**src/rtl/aaad_defs.vh**
```
`ifndef AAAD_DEFS_VH
`define AAAD_DEFS_VH

`define AAAD_REG_CTRL      4'h0
`define AAAD_REG_ACC       4'h1
`define AAAD_REG_FLAGS     4'h2
`define AAAD_REG_STATUS    4'h3
`define AAAD_REG_RESULT    4'h4
`define AAAD_REG_CYCLES    4'h5

`define AAAD_CTRL_RST      1'b0
`define AAAD_ACC_RST       16'h0000
`define AAAD_FLAGS_RST     16'h0000

`define AAAD_FLAG_C        0
`define AAAD_FLAG_P        2
`define AAAD_FLAG_A        4
`define AAAD_FLAG_Z        6
`define AAAD_FLAG_S        7
`define AAAD_FLAG_O        11
`define AAAD_MASK_ARITH    16'h08D5
`define AAAD_MASK_AC       16'h0011
`define AAAD_MASK_SZP      16'h00C4

`define AAAD_OP_ADJ_ADD    8'h37
`define AAAD_OP_ADJ_SUB    8'h3F
`define AAAD_OP_ADJ_DIV    8'hD5
`define AAAD_OP_ADJ_MUL    8'hD4
`define AAAD_OP_ADD_ACCB   8'h04
`define AAAD_OP_ADD_ACCW   8'h05
`define AAAD_OP_ADC_ACCB   8'h14
`define AAAD_OP_ADC_ACCW   8'h15
`define AAAD_OP_GRP_B      8'h80
`define AAAD_OP_GRP_W      8'h81
`define AAAD_OP_GRP_SX     8'h83
`define AAAD_GRP_ADD       3'h0
`define AAAD_GRP_ADC       3'h2

`define AAAD_CYC_ADJ_ADD   5'd8
`define AAAD_CYC_ADJ_DIV   5'd15
`define AAAD_CYC_ADJ_MUL   5'd19
`define AAAD_CYC_ADJ_SUB   5'd7
`define AAAD_CYC_ACC_B     5'd3
`define AAAD_CYC_ACC_W     5'd4
`define AAAD_CYC_RM_REG    5'd3
`define AAAD_CYC_RM_MEM    5'd10
`define AAAD_CYC_RM_MEM_N  5'd14
`define AAAD_CYC_IM_REG    5'd4
`define AAAD_CYC_IM_MEM    5'd16
`define AAAD_CYC_IM_MEM_N  5'd20

`endif

```
**src/rtl/aaad_alu.v**
```verilog
`timescale 1ns/1ps
module aaad_alu (
    input  wire [15:0] a_i,
    input  wire [15:0] b_i,
    input  wire        cin_i,
    input  wire        wide_i,
    output wire [15:0] res_o,
    output wire        of_o,
    output wire        sf_o,
    output wire        zf_o,
    output wire        af_o,
    output wire        pf_o,
    output wire        cf_o
);
    wire [8:0]  sum_b;
    wire [16:0] sum_w;
    wire        msb_a;
    wire        msb_b;

    assign sum_b = {1'b0, a_i[7:0]} + {1'b0, b_i[7:0]} + {8'h00, cin_i};
    assign sum_w = {1'b0, a_i} + {1'b0, b_i} + {16'h0000, cin_i};
    assign res_o = wide_i ? sum_w[15:0] : {8'h00, sum_b[7:0]};
    assign cf_o  = wide_i ? sum_w[16] : sum_b[8];
    assign msb_a = wide_i ? a_i[15] : a_i[7];
    assign msb_b = wide_i ? b_i[15] : b_i[7];
    assign sf_o  = wide_i ? res_o[15] : res_o[7];
    // Signed overflow: like signs in, other sign out
    assign of_o  = (msb_a == msb_b) & (sf_o != msb_a);
    assign zf_o  = wide_i ? (res_o == 16'h0000) : (res_o[7:0] == 8'h00);
    assign af_o  = a_i[4] ^ b_i[4] ^ res_o[4];
    assign pf_o  = ~^res_o[7:0];
endmodule // aaad_alu

```
**src/rtl/aaad_bcd.v**
```verilog
`timescale 1ns/1ps
module aaad_bcd (
    input  wire [1:0]  sel_i,
    input  wire [15:0] acc_i,
    input  wire [7:0]  base_i,
    input  wire        af_i,
    output reg  [15:0] acc_o,
    output reg         adj_o,
    output wire        div_zero_o
);
    wire        need_adj;
    wire [7:0]  lo_add;
    wire [7:0]  lo_sub;
    wire [15:0] prod;
    wire [7:0]  base_safe;
    wire [7:0]  quot;
    wire [7:0]  rem;
    wire [7:0]  aad_lo;

    assign need_adj   = (acc_i[3:0] > 4'h9) | af_i;
    assign lo_add     = acc_i[7:0] + 8'h06;
    assign lo_sub     = acc_i[7:0] - 8'h06;
    assign prod       = acc_i[15:8] * base_i;
    assign aad_lo     = acc_i[7:0] + prod[7:0];
    // Zero radix would divide by zero; the core refuses it
    assign div_zero_o = (base_i == 8'h00);
    assign base_safe  = div_zero_o ? 8'h01 : base_i;
    assign quot       = acc_i[7:0] / base_safe;
    assign rem        = acc_i[7:0] % base_safe;

    always @* begin
        adj_o = 1'b0;
        acc_o = acc_i;
        case (sel_i)
            2'd0: begin
                adj_o = need_adj;
                acc_o = need_adj ? {acc_i[15:8] + 8'h01, 4'h0, lo_add[3:0]}
                                 : {acc_i[15:8], 4'h0, acc_i[3:0]};
            end
            2'd1: begin
                adj_o = need_adj;
                acc_o = need_adj ? {acc_i[15:8] - 8'h01, 4'h0, lo_sub[3:0]}
                                 : {acc_i[15:8], 4'h0, acc_i[3:0]};
            end
            2'd2: acc_o = {8'h00, aad_lo};
            2'd3: acc_o = {quot, rem};
            default: acc_o = acc_i;
        endcase
    end
endmodule // aaad_bcd

```
**src/rtl/aaad_core.v**
```verilog
// Strobed register access and the register offsets were decided locally.
`timescale 1ns/1ps
`include "aaad_defs.vh"
module aaad_core (
    input  wire        mclk_i,
    input  wire        sys_rst_i,
    input  wire        fb_valid_i,
    input  wire [7:0]  fb_byte_i,
    output wire        fb_ready_o,
    input  wire [15:0] opnd_rm_i,
    input  wire [15:0] opnd_reg_i,
    output wire        done_o,
    output wire [15:0] result_o,
    output wire        result_mem_o,
    output wire        result_wide_o,
    output wire        result_to_reg_o,
    output wire [7:0]  modrm_o,
    output wire [4:0]  cycles_o,
    input  wire [3:0]  reg_addr_i,
    input  wire [15:0] reg_wdata_i,
    input  wire        reg_we_i,
    input  wire        reg_re_i,
    output wire [15:0] reg_rdata_o
);
    localparam [2:0] S_OP     = 3'd0;
    localparam [2:0] S_SECOND = 3'd1;
    localparam [2:0] S_MODRM  = 3'd2;
    localparam [2:0] S_IML    = 3'd3;
    localparam [2:0] S_IMH    = 3'd4;
    localparam [2:0] S_EXEC   = 3'd5;

    localparam [2:0] CL_BAD   = 3'd0;
    localparam [2:0] CL_ADJ1  = 3'd1;
    localparam [2:0] CL_ADJ2  = 3'd2;
    localparam [2:0] CL_ACC   = 3'd3;
    localparam [2:0] CL_RM    = 3'd4;
    localparam [2:0] CL_GRP   = 3'd5;

    reg  [2:0]  state_r, state_nxt;
    reg  [7:0]  op_r, modrm_r, base_r;
    reg  [15:0] imm_r, acc_r, flags_r, result_r, rdata_r;
    reg  [4:0]  cnt_r, cycles_r;
    reg         narrow_r, illegal_r, done_r, ready_r;
    reg         mem_r, wide_r, to_reg_r;
    reg         last_byte, bad_byte, alu_wide, use_carry;
    reg  [15:0] flags_new, flags_mask, alu_a, alu_b;

    wire        take, mem_now, fire, is_adj, adj_refused;
    wire [7:0]  op_now;
    wire [2:0]  cls_now;
    wire [15:0] alu_res, bcd_acc;
    wire        alu_of, alu_sf, alu_zf, alu_af, alu_pf, alu_cf;
    wire        bcd_adj, bcd_dz;
    wire [1:0]  bcd_sel;

    function [2:0] cls_of;
        input [7:0] op;
        begin
            case (op)
                `AAAD_OP_ADJ_ADD, `AAAD_OP_ADJ_SUB: cls_of = CL_ADJ1;
                `AAAD_OP_ADJ_DIV, `AAAD_OP_ADJ_MUL: cls_of = CL_ADJ2;
                `AAAD_OP_ADD_ACCB, `AAAD_OP_ADD_ACCW,
                `AAAD_OP_ADC_ACCB, `AAAD_OP_ADC_ACCW: cls_of = CL_ACC;
                8'h00, 8'h01, 8'h02, 8'h03,
                8'h10, 8'h11, 8'h12, 8'h13: cls_of = CL_RM;
                `AAAD_OP_GRP_B, `AAAD_OP_GRP_W, `AAAD_OP_GRP_SX: cls_of = CL_GRP;
                default: cls_of = CL_BAD;
            endcase
        end
    endfunction

    // Clock count per form; narrow selects the 8-bit bus variant
    function [4:0] cyc_of;
        input [7:0] op;
        input       mem;
        input       narrow;
        begin
            case (op)
                `AAAD_OP_ADJ_ADD: cyc_of = `AAAD_CYC_ADJ_ADD;
                `AAAD_OP_ADJ_DIV: cyc_of = `AAAD_CYC_ADJ_DIV;
                `AAAD_OP_ADJ_MUL: cyc_of = `AAAD_CYC_ADJ_MUL;
                `AAAD_OP_ADJ_SUB: cyc_of = `AAAD_CYC_ADJ_SUB;
                `AAAD_OP_ADD_ACCB, `AAAD_OP_ADC_ACCB: cyc_of = `AAAD_CYC_ACC_B;
                `AAAD_OP_ADD_ACCW, `AAAD_OP_ADC_ACCW: cyc_of = `AAAD_CYC_ACC_W;
                `AAAD_OP_GRP_B: cyc_of = mem ? `AAAD_CYC_IM_MEM : `AAAD_CYC_IM_REG;
                `AAAD_OP_GRP_W, `AAAD_OP_GRP_SX:
                    cyc_of = !mem ? `AAAD_CYC_IM_REG
                           : (narrow ? `AAAD_CYC_IM_MEM_N : `AAAD_CYC_IM_MEM);
                8'h00, 8'h02, 8'h10, 8'h12:
                    cyc_of = mem ? `AAAD_CYC_RM_MEM : `AAAD_CYC_RM_REG;
                8'h01, 8'h03, 8'h11, 8'h13:
                    cyc_of = !mem ? `AAAD_CYC_RM_REG
                           : (narrow ? `AAAD_CYC_RM_MEM_N : `AAAD_CYC_RM_MEM);
                default: cyc_of = `AAAD_CYC_RM_REG;
            endcase
        end
    endfunction

    assign take    = fb_valid_i & ready_r;
    assign op_now  = (state_r == S_OP) ? fb_byte_i : op_r;
    assign cls_now = cls_of(op_now);
    assign mem_now = (state_r == S_MODRM) ? (fb_byte_i[7:6] != 2'b11) : (modrm_r[7:6] != 2'b11);
    assign fire    = (state_r == S_EXEC) & (cnt_r == 5'd1);
    assign is_adj  = (cls_of(op_r) == CL_ADJ1) | (cls_of(op_r) == CL_ADJ2);
    assign bcd_sel = (op_r == `AAAD_OP_ADJ_ADD) ? 2'd0 :
                     (op_r == `AAAD_OP_ADJ_SUB) ? 2'd1 :
                     (op_r == `AAAD_OP_ADJ_DIV) ? 2'd2 : 2'd3;
    // A zero radix on the multiply adjust is refused: acc and flags hold, illegal is set
    assign adj_refused = is_adj & (bcd_sel == 2'd3) & bcd_dz;

    always @* begin
        state_nxt = state_r;
        last_byte = 1'b0;
        bad_byte  = 1'b0;
        case (state_r)
            S_OP: begin
                if (take) begin
                    case (cls_now)
                        CL_ADJ1: begin
                            state_nxt = S_EXEC;
                            last_byte = 1'b1;
                        end
                        CL_ADJ2: state_nxt = S_SECOND;
                        CL_ACC:  state_nxt = S_IML;
                        CL_RM:   state_nxt = S_MODRM;
                        CL_GRP:  state_nxt = S_MODRM;
                        default: bad_byte = 1'b1;
                    endcase
                end
            end
            S_SECOND, S_IMH: begin
                if (take) begin
                    state_nxt = S_EXEC;
                    last_byte = 1'b1;
                end
            end
            S_MODRM: begin
                if (take) begin
                    if (cls_now == CL_RM) begin
                        state_nxt = S_EXEC;
                        last_byte = 1'b1;
                    end else if (fb_byte_i[5:3] == `AAAD_GRP_ADD || fb_byte_i[5:3] == `AAAD_GRP_ADC) begin
                        state_nxt = S_IML;
                    end else begin
                        state_nxt = S_OP;
                        bad_byte  = 1'b1;
                    end
                end
            end
            S_IML: begin
                if (take) begin
                    if (op_r == `AAAD_OP_ADC_ACCW || op_r == `AAAD_OP_ADD_ACCW || op_r == `AAAD_OP_GRP_W) begin
                        state_nxt = S_IMH;
                    end else begin
                        state_nxt = S_EXEC;
                        last_byte = 1'b1;
                    end
                end
            end
            S_EXEC: begin
                state_nxt = fire ? S_OP : S_EXEC;
            end
            default: state_nxt = S_OP;
        endcase
    end

    // Operand steering into the shared adder
    always @* begin
        alu_a     = opnd_rm_i;
        alu_b     = opnd_reg_i;
        alu_wide  = op_r[0];
        use_carry = op_r[4];
        case (cls_of(op_r))
            CL_ACC: begin
                alu_a = acc_r;
                alu_b = imm_r;
            end
            CL_GRP: begin
                alu_b     = (op_r == `AAAD_OP_GRP_SX) ? {{8{imm_r[7]}}, imm_r[7:0]} : imm_r;
                alu_wide  = (op_r != `AAAD_OP_GRP_B);
                use_carry = (modrm_r[5:3] == `AAAD_GRP_ADC);
            end
            default: alu_a = opnd_rm_i;
        endcase
    end

    aaad_alu aaad_alu_inst (
        .a_i    (alu_a),
        .b_i    (alu_b),
        .cin_i  (use_carry & flags_r[`AAAD_FLAG_C]),
        .wide_i (alu_wide),
        .res_o  (alu_res),
        .of_o   (alu_of),
        .sf_o   (alu_sf),
        .zf_o   (alu_zf),
        .af_o   (alu_af),
        .pf_o   (alu_pf),
        .cf_o   (alu_cf)
    );

    aaad_bcd aaad_bcd_inst (
        .sel_i      (bcd_sel),
        .acc_i      (acc_r),
        .base_i     (base_r),
        .af_i       (flags_r[`AAAD_FLAG_A]),
        .acc_o      (bcd_acc),
        .adj_o      (bcd_adj),
        .div_zero_o (bcd_dz)
    );

    // Undefined flags are left as they were
    always @* begin
        flags_new  = 16'h0000;
        flags_mask = 16'h0000;
        if (is_adj) begin
            if (bcd_sel[1]) begin
                flags_new[`AAAD_FLAG_S] = bcd_acc[7];
                flags_new[`AAAD_FLAG_Z] = (bcd_acc[7:0] == 8'h00);
                flags_new[`AAAD_FLAG_P] = ~^bcd_acc[7:0];
                flags_mask = adj_refused ? 16'h0000 : `AAAD_MASK_SZP;
            end else begin
                flags_new[`AAAD_FLAG_A] = bcd_adj;
                flags_new[`AAAD_FLAG_C] = bcd_adj;
                flags_mask = `AAAD_MASK_AC;
            end
        end else begin
            flags_new[`AAAD_FLAG_O] = alu_of;
            flags_new[`AAAD_FLAG_S] = alu_sf;
            flags_new[`AAAD_FLAG_Z] = alu_zf;
            flags_new[`AAAD_FLAG_A] = alu_af;
            flags_new[`AAAD_FLAG_P] = alu_pf;
            flags_new[`AAAD_FLAG_C] = alu_cf;
            flags_mask = `AAAD_MASK_ARITH;
        end
    end

    always @(posedge mclk_i or posedge sys_rst_i) begin
        if (sys_rst_i) begin
            state_r   <= S_OP;
            op_r      <= 8'h00;
            modrm_r   <= 8'h00;
            imm_r     <= 16'h0000;
            base_r    <= 8'h00;
            cnt_r     <= 5'd0;
            ready_r   <= 1'b0;
            done_r    <= 1'b0;
            result_r  <= 16'h0000;
            mem_r     <= 1'b0;
            wide_r    <= 1'b0;
            to_reg_r  <= 1'b0;
            cycles_r  <= 5'd0;
        end else begin
            state_r <= state_nxt;
            ready_r <= (state_nxt != S_EXEC);
            done_r  <= fire;
            if (take && state_r == S_OP) begin
                op_r    <= fb_byte_i;
                modrm_r <= 8'hC0;
                imm_r   <= 16'h0000;
            end
            if (take && state_r == S_SECOND) base_r <= fb_byte_i;
            if (take && state_r == S_MODRM) modrm_r <= fb_byte_i;
            if (take && state_r == S_IML) imm_r[7:0] <= fb_byte_i;
            if (take && state_r == S_IMH) imm_r[15:8] <= fb_byte_i;
            if (last_byte) begin
                cnt_r    <= cyc_of(op_now, mem_now & ((cls_now == CL_RM) | (cls_now == CL_GRP)), narrow_r);
                cycles_r <= cyc_of(op_now, mem_now & ((cls_now == CL_RM) | (cls_now == CL_GRP)), narrow_r);
            end else if (state_r == S_EXEC) begin
                cnt_r <= cnt_r - 5'd1;
            end
            if (fire) begin
                result_r <= is_adj ? (adj_refused ? acc_r : bcd_acc) : alu_res;
                mem_r    <= (cls_of(op_r) != CL_ACC) & !is_adj & (modrm_r[7:6] != 2'b11);
                wide_r   <= is_adj ? 1'b1 : alu_wide;
                to_reg_r <= (cls_of(op_r) == CL_RM) & op_r[1];
            end
        end
    end

    // Software writes first, the instruction's own update overrides
    always @(posedge mclk_i or posedge sys_rst_i) begin
        if (sys_rst_i) begin
            acc_r     <= `AAAD_ACC_RST;
            flags_r   <= `AAAD_FLAGS_RST;
            narrow_r  <= `AAAD_CTRL_RST;
            illegal_r <= 1'b0;
            rdata_r   <= 16'h0000;
        end else begin
            if (reg_we_i) begin
                case (reg_addr_i)
                    `AAAD_REG_CTRL:   narrow_r <= reg_wdata_i[0];
                    `AAAD_REG_ACC:    acc_r <= reg_wdata_i;
                    `AAAD_REG_FLAGS:  flags_r <= reg_wdata_i;
                    `AAAD_REG_STATUS: if (reg_wdata_i[1]) illegal_r <= 1'b0;
                    default: narrow_r <= narrow_r;
                endcase
            end
            // Set wins over a same-cycle clear
            if (bad_byte || (fire && adj_refused)) begin
                illegal_r <= 1'b1;
            end
            if (fire) begin
                flags_r <= (flags_r & ~flags_mask) | (flags_new & flags_mask);
                if (is_adj && !adj_refused) begin
                    acc_r <= bcd_acc;
                end else if (cls_of(op_r) == CL_ACC) begin
                    acc_r <= alu_wide ? alu_res : {acc_r[15:8], alu_res[7:0]};
                end
            end
            rdata_r <= 16'h0000;
            if (reg_re_i) begin
                case (reg_addr_i)
                    `AAAD_REG_CTRL:   rdata_r <= {15'h0000, narrow_r};
                    `AAAD_REG_ACC:    rdata_r <= acc_r;
                    `AAAD_REG_FLAGS:  rdata_r <= flags_r;
                    `AAAD_REG_STATUS: rdata_r <= {op_r, 5'h00, mem_r, illegal_r, (state_r != S_OP)};
                    `AAAD_REG_RESULT: rdata_r <= result_r;
                    `AAAD_REG_CYCLES: rdata_r <= {11'h000, cycles_r};
                    default:          rdata_r <= 16'h0000;
                endcase
            end
        end
    end

    assign fb_ready_o      = ready_r;
    assign done_o          = done_r;
    assign result_o        = result_r;
    assign result_mem_o    = mem_r;
    assign result_wide_o   = wide_r;
    assign result_to_reg_o = to_reg_r;
    assign modrm_o         = modrm_r;
    assign cycles_o        = cycles_r;
    assign reg_rdata_o     = rdata_r;
endmodule // aaad_core

```
**config.mk**
```make
export PLATFORM = sky130hd
export DESIGN_NAME = aaad_core
export DESIGN_NICKNAME = d
export VERILOG_FILES = /design/src/rtl/aaad_alu.v /design/src/rtl/aaad_bcd.v /design/src/rtl/aaad_core.v
export VERILOG_INCLUDE_DIRS = /design/src /design/src/rtl
export SDC_FILE = /design/constraint.sdc
export NUM_CORES = 1
export LEC_CHECK = 0
export ABC_AREA = 1
export ABC_CLOCK_PERIOD_IN_PS = 28800
export BUFFER_PORTS_ARGS = -buffer_cell sky130_fd_sc_hd__buf_2
export CORE_ASPECT_RATIO = 1.4
export CORE_MARGIN = 1.5
export CORE_UTILIZATION = 55
export CTS_BUF_LIST = sky130_fd_sc_hd__clkbuf_8
export DETAILED_ROUTE_END_ITERATION = 8
export PLACE_DENSITY_LB_ADDON = 0.12
export SLEW_MARGIN = 20
export SYNTH_ARGS = -nofsm -noshare
export SYNTH_HDL_FRONTEND = slang
export SYNTH_SLANG_ARGS = --single-unit
```
**constraint.sdc**
```tcl
create_clock -name mclk_i -period 28.8 [get_ports mclk_i]
set_input_delay 5.76 -clock mclk_i [delete_from_list [all_inputs] [get_ports mclk_i]]
set_output_delay 5.76 -clock mclk_i [all_outputs]
set_load 0.03 [all_outputs]
```
; ---- Word level (Yosys, flattened, before mapping)
; Index checks and enable logic that the tools add are counted.
[op_classes]
n_reduce_logical = 56
n_div = 2
eq_ne = 71
n_bitwise = 19
add_sub_neg = 10
n_mul = 1
magnitude_cmp = 1
n_mux = 93
[op_table]
columns = operator, count
row1 = $mux 16, 19
row2 = $eq 8x5->1 const B, 12
row3 = $pmux 16 s6, 1
row4 = $eq 8x8->1 const B, 10
row5 = $mux 8, 8
row6 = $pmux 16 s4, 1
row7 = $pmux 3 s5, 3
row8 = $pmux 5 s9, 1
row9 = $logic_not 8->1, 5
row10 = $mux 1, 34
row11 = $mux 3, 11
row12 = $eq 8x2->1 const B, 4
row13 = $eq 8x3->1 const B, 4
row14 = $eq 8x6->1 const B, 4
row15 = $pmux 16 s2, 1
row16 = $eq 3x2->1 const B, 9
row17 = $mux 5, 4
row18 = $eq 3x3->1 const B, 6
row19 = $reduce_bool 2->1, 9
row20 = $reduce_or 2->1, 9
row21 = $add 16x16->17, 1
row22 = $add 17x1->17, 1
row23 = $and 12x16->16, 1
row24 = $and 16x16->16, 1
row25 = other kinds (52), 94
[totals]
inputBits = 65
ff_bits = 124
out_inout_bits = 50

; ---- Logic depth before layout (Yosys ltp)
; Gate-level depths: netlist of the first run.
[depth]
depth_word = 15
depth_mapped = 80

; ---- By module
; Synthesis of the first run repeated with hierarchy kept, for this count alone.
[hier_totals]
hier_cells = 1870
area_unflattened_um2 = 12485.7
[modules_own_cells]
columns = mod, seq_area_each_um2, n_inst, area_each_um2, cells_each
row1 = aaad_core, 3103.0, 1, 7474.7, 1019
row2 = aaad_bcd, 0.0, 1, 3737.3, 609
row3 = aaad_alu, 0.0, 1, 1273.7, 242

; ---- Worst setup path after synthesis of the first run
; No wires, ideal clock.
[synth_path]
path_type = reg2reg
from = register base_r[4]
to = register with a tool-made name
period_less_slack_ns = 10.347
required_time_ns = 28.667
path_slack_ns = 18.453
arrival_ns = 10.214
path_stages_with_launch = 79
path_cell_list = dfrtp_1 -> inv_1 -> nand2_1 -> nor2_4 -> inv_1 -> nor2_1 -> nor2_1 -> ha_1 -> nor2_1 -> nor2_1 -> nand2_1 -> nand2_1 -> and2_1 -> ha_1 -> nand2_1 -> nand3b_1 -> nand3_2 -> nand2_1 -> (+43 left out) -> nand2_1 -> and2_1 -> ha_1 -> nand2_1 -> nor3_1 -> nand3b_1 -> o2111ai_1 -> nand2_1 -> o21ai_0 -> a21oi_1 -> o21ai_1 -> inv_1 -> ha_1 -> xnor2_1 -> xnor2_1 -> o22ai_1 -> a22oi_1 -> o21ai_0
[synth_lines]
columns = element, line_no
row1 = "start, declared", aaad_core.v:40  ; reg [7:0] op_r, modrm_r, base_r;
row2 = "start signal, assigned", aaad_core.v:261  ; if (take && state_r == S_SECOND) base_r <= fb_byte_i;

==> run metrics, run 1 <==
die height=175 µm; post-synthesis compound-gate area fraction=0.199; # resized after CTS=0; RSZ-0062 raised after global routing=no; leading cell type in the layout, fill and taps excluded=nand2_1; CTS tree=built; hold_buf cts=0; Post-synth EDFFs=0; initial core utilization=0.564; final hold violations=0; first-pass GRT wire length=63,700 µm; Horiz. Die Dim=about 130 µm; number of diodes=0; initial antenna violation count=0; setup violators final=0; Final Wtd Congestion=between 0.9 and 1; vias in the first global route=12.0k; Final Util=0.618; Worst Max-Slew Pin Slew=0.789 ns; Critical-path top delay cell=dfrtp_1; HP Start=flags_r[12]; Highest Clock Rate=81.0 MHz; largest net degree at the start of global routing=between 80 and 90; CP Launch Type=register; Max Slew Vio Count=0; dpl hpwl=32,400 µm; WHS Path Cells=2; worst rel slew slack=0.471; Syn Inst Count=1,672; DRT Pass-1 Iters=7; GRT Overall Usage=0.377; Clock Skew=0.0150 ns; Reg-to-Reg Start=base_r[1]; Layout area overhead=9.60%; # port buffers=~110; share of the yosys chip area belonging to registers=0.268; max_cap viols=0; layout cell share with drive strength beyond 1=0.134; Clock Sinks=approximately 120; most used cell, CP=nand2_1; die area=22,000 µm²; mux contribution to synthesized area=0.000864; drt wl/cell=20.2 µm; Core Box Area=20,600 µm²; Final WS setup=16.46 ns; kind of critical path=register to register; Syn Nets=1,841; Synthesis Warnings=0; Final nets=1,928; R2R depth=76; Synth Area per Inst=6.93 µm²; outcome=completed; min-delay worst type=register to register; largest family of logic cells by synthesized area=simple AND/OR/NAND/NOR gates; #FFs+latches synth=124; antenna viol nets, final=0; critical path arrival=12.69 ns; worst min-delay path endpoint=flags_r[12]; total gr overflow=0; nature of the critical path endpoint=register; Critical Path RT=29.15 ns; routed vias=12.1k; Max stage delay on crit path=0.55 ns; Post-Syn Area=11,600 µm²; CTS H-Tree Depth=4; Crit Path Max Fanout=10; Period Utilization, post-route=0.428; CTS buffer count=17; setup TNS=0 ns; Root Buffer=clkbuf_8; row count=62; Longest Clk Path Bufs=2; DRT Wirelength=approximately 40,000 µm; Clock Latency Late Sink=0.47 ns; post-synthesis cell type count=60; num ports=115; min Tclk post-route=12.34 ns; commonest cells after routing, fill and taps aside=nand2_1 (405), inv_1 (213), o21ai_0 (149), dfrtp_1 (124), nor2_1 (117); asr flop ratio synth=1.00; via-per-instance ratio=~6; reg-to-reg setup timing slack=about 16 ns; Post-Synth Simple-Gate Area=0.267; DRC Markers=0; Post-CTS Setup Repair Bufs=0; Non-Filler Instances=about 2.0k; XOR/XNOR Fraction of Synth Area=0.0393; dpl ws=16.59 ns; Adder-Cell Fraction of Synth Area=0.126; placed cells=approximately 2k; top_reg_cell synth=dfrtp_1; initial DRC count=1,224; Worst-path clk slew=around 0.080 ns
-- metrics by stage --
stage | cell area, µm² | hold slack, ns
detailed placement | 12300 | 0.468
floorplan | 11600 | 0.449
global placement | 12300 | 0.461
global route | 12700 | 0.498
finish | 12700 | 0.485
CTS | 12700 | 0.486
-- critical path: cells and delay by family (launching register included) --
kind,cells,cell delay [ns]
AND/OR/NAND/NOR,40,5.20
adder cells (fa/ha/maj),9,2.87
AO/OA/AOI/OAI,13,1.92
buffers and inverters,12,1.38
flip-flops,1,0.55
XOR/XNOR,2,0.32
-- sequential cells by signal, indices dropped and copies added (netlist names), named ones only --
register	cells
acc_r	16
result_to_reg_o	1
state_r	3
result_wide_o	1
reg_rdata_o	16
base_r	8
result_o	16
op_r	8
narrow_r	1
result_mem_o	1
flags_r	10
done_o	1
fb_ready_o	1
cycles_o	5
imm_r	16
modrm_o	8
cnt_r	5
illegal_r	1
-- layer usage --
metal  share of wire  vias up  global-route usage
met1            0.36     5737               0.410
li1                -     5737                   -
met4           0.078        0               0.268
met2            0.51      493               0.670
met5               0        -                   0
met3           0.055      156              0.0511
-- Yosys cell counts, drive strengths merged (21+ instances only) --
library cell / count / share of area
a21oi: 84 / 0.037
clkbuf: 36 / 0.012
dfrtp: 124 / 0.27
fa: 21 / 0.036
ha: 83 / 0.090
inv: 238 / 0.077
nand2: 417 / 0.14
nand3: 81 / 0.038
nand4: 21 / 0.013
nor2: 130 / 0.048
nor3: 24 / 0.011
o21ai: 185 / 0.084
o22ai: 37 / 0.020
xor2: 37 / 0.028
-- layout make-up --
type                            instances  area, µm²
Clock buffer                           20        275
Clock inverter                         11        141
Fill cell                            2052       7860
Inverter                              244        918
Multi-Input combinational cell       1251       7320
Sequential cell                       124       3100
Tap cell                              256        320
Timing Repair Buffer                  121        627
-- worst max-delay path by stage --
stage | depth (start not counted) | to | start
CTS | 78 | register | base_r[4]
global route | 76 | register | base_r[1]
global placement | 76 | register | base_r[1]
floorplan | 78 | register | base_r[4]
detailed placement | 76 | register | base_r[1]
finish | 76 | register | base_r[1]
-- cells by family after synthesis --
group	count (synthesis)
compound gates	389
xor+xnor	52
fa+ha+maj	104
buf+inv	297
flops	124
mux	1
simple gates	705
Power of run 1 is left out: the tool's default activity adds up to more than one toggle a clock period on the data nets, which glitch-free logic cannot reach.
==> run 2: changes to the inputs <==
ABC_CLOCK_PERIOD_IN_PS = 12520   (was 28800)
clock period = 12.52 ns   (was 28.8 ns; I/O delays follow)
==> run 2 against run 1 <==
Net effect: die area unchanged; first-iteration DRC count down 19%; via count up 0.50%.
==> run metrics, run 2 (synthesized netlist as in run 1, its figures left out) <==
antenna viol nets, final=0; first-pass GRT wire length=63,600 µm; via-per-instance ratio=approximately 6; number of diodes=0; die height=175 µm; initial core utilization=0.564; total gr overflow=0; Longest Clk Path Bufs=2; row count=62; Final Wtd Congestion=0.967; DRC Markers=0; CTS tree=built; final hold violations=0; Crit Path Max Fanout=8; outcome=completed; CP Launch Type=register; leading cell type in the layout, fill and taps excluded=nand2_1; largest net degree at the start of global routing=80; initial DRC count=a little under 1k; layout cell share with drive strength beyond 1=0.147; die area=about 22,000 µm²; Highest Clock Rate=87.7 MHz; WHS Path Cells=2; CTS buffer count=17; Worst-path clk slew=around 0.09 ns; nature of the critical path endpoint=register; Period Utilization, post-route=0.911; worst rel slew slack=0.487; dpl hpwl=32,300 µm; Clock Skew=between 0.02 and 0.025 ns; kind of critical path=register to register; Clock Sinks=between 100 and 150; Horiz. Die Dim=126 µm; num ports=roughly 120; # port buffers=114; DRT Wirelength=41,300 µm; DRT Pass-1 Iters=7; drt wl/cell=20.3 µm; setup violators final=0; commonest cells after routing, fill and taps aside=nand2_1 (404), inv_1 (212), o21ai_0 (148), dfrtp_1 (120), nor2_1 (116); reg-to-reg setup timing slack=1.12 ns; Final nets=between 1.5k and 2k; Worst Max-Slew Pin Slew=0.764 ns; CTS H-Tree Depth=4; most used cell, CP=nand2_1; GRT Overall Usage=0.376; min-delay worst type=register to register; HP Start=modrm_o[2]; initial antenna violation count=0; Fillers=2,000; Root Buffer=clkbuf_8; Core Box Area=20,600 µm²; Clock Latency Late Sink=0.48 ns; Layout area overhead=10.5%; worst min-delay path endpoint=modrm_o[2]; routed vias=12.2k; Critical Path RT=12.88 ns; hold slack=0.489 ns; vias in the first global route=roughly 12k; Max Slew Vio Count=0; min Tclk post-route=between 10 and 15 ns; Max stage delay on crit path=0.47 ns; critical path arrival=11.76 ns; setup TNS=0 ns; R2R depth=80; max_cap viols=0; Critical-path top delay cell=dfrtp_2; Reg-to-Reg Start=base_r[6]
==> run 2: cell count changes in the layout (fill, tap and decap cells not counted), sizes merged <==
| cell | before | now |
|---|---|---|
| inv | 240 | 242 |
| bufinv | 3 | 2 |
| clkinv | 10 | 12 |
| clkbuf | 20 | 18 |
| buf | 121 | 128 |
==> run 2: how the worst max path moves through the flow <==
| stage | end | cells after the start | startpoint |
|---|---|---|---|
| after floorplan | register | 78 | base_r[4] |
| after global placement | register | 76 | base_r[4] |
| after detailed placement | register | 77 | base_r[4] |
| after CTS | register | 77 | base_r[4] |
| after global routing | register | 78 | base_r[3] |
| final | register | 80 | base_r[6] |
==> run 2: repair_timing <==
action / CTS / global route
gates resized for setup: 0 / 20
setup endpoints to repair: 0 / 21
setup buffers: 0 / 3
hold buffers: 0 / 0
==> run 2: stage by stage <==
stage          cell area (µm²)  instances  utilization  worst slack [ns]
2_1_floorplan            11600       1672            -              2.17
5_1_grt                  12800       2035        0.623           -0.0289
3_3_place_gp             12300       1999        0.599             0.757
6_report                 12800       2035        0.623              1.12
3_5_place_dp             12300       1999        0.599             0.264
4_1_cts                  12700       2031        0.618             0.264
==> run 2: layer usage <==
metal,track usage,up-vias,wire length [µm],part of all wire
met3,0.0484,175,2510,0.061
met4,0.271,0,3140,0.076
li1,-,5747,-,-
met1,0.403,5730,14700,0.36
met5,0,-,0,0
met2,0.676,532,20900,0.51
==> run 2: final cells by class <==
type / count / area [µm²] / share of cell area
sequential: 124 / 3110 / 0.243
clock inverter: 14 / 145 / 0.0113
tap: 256 / 320 / 0.0250
clock buffer: 18 / 248 / 0.0193
inverter: 244 / 921 / 0.0719
timing repair buffer: 128 / 696 / 0.0543
multi-input combinational: 1251 / 7370 / 0.575
==> run 2: worst max-delay path, delay by kind of cell (launching register included) <==
| kind | cells | cell delay [ns] |
|---|---|---|
| AND/OR/NAND/NOR | 44 | 4.75 |
| adder cells (fa/ha/maj) | 9 | 2.84 |
| AO/OA/AOI/OAI | 13 | 1.84 |
| buffers and inverters | 11 | 0.82 |
| XOR/XNOR | 3 | 0.54 |
| flip-flops | 1 | 0.47 |
Power of run 2 is left out for the same reason.
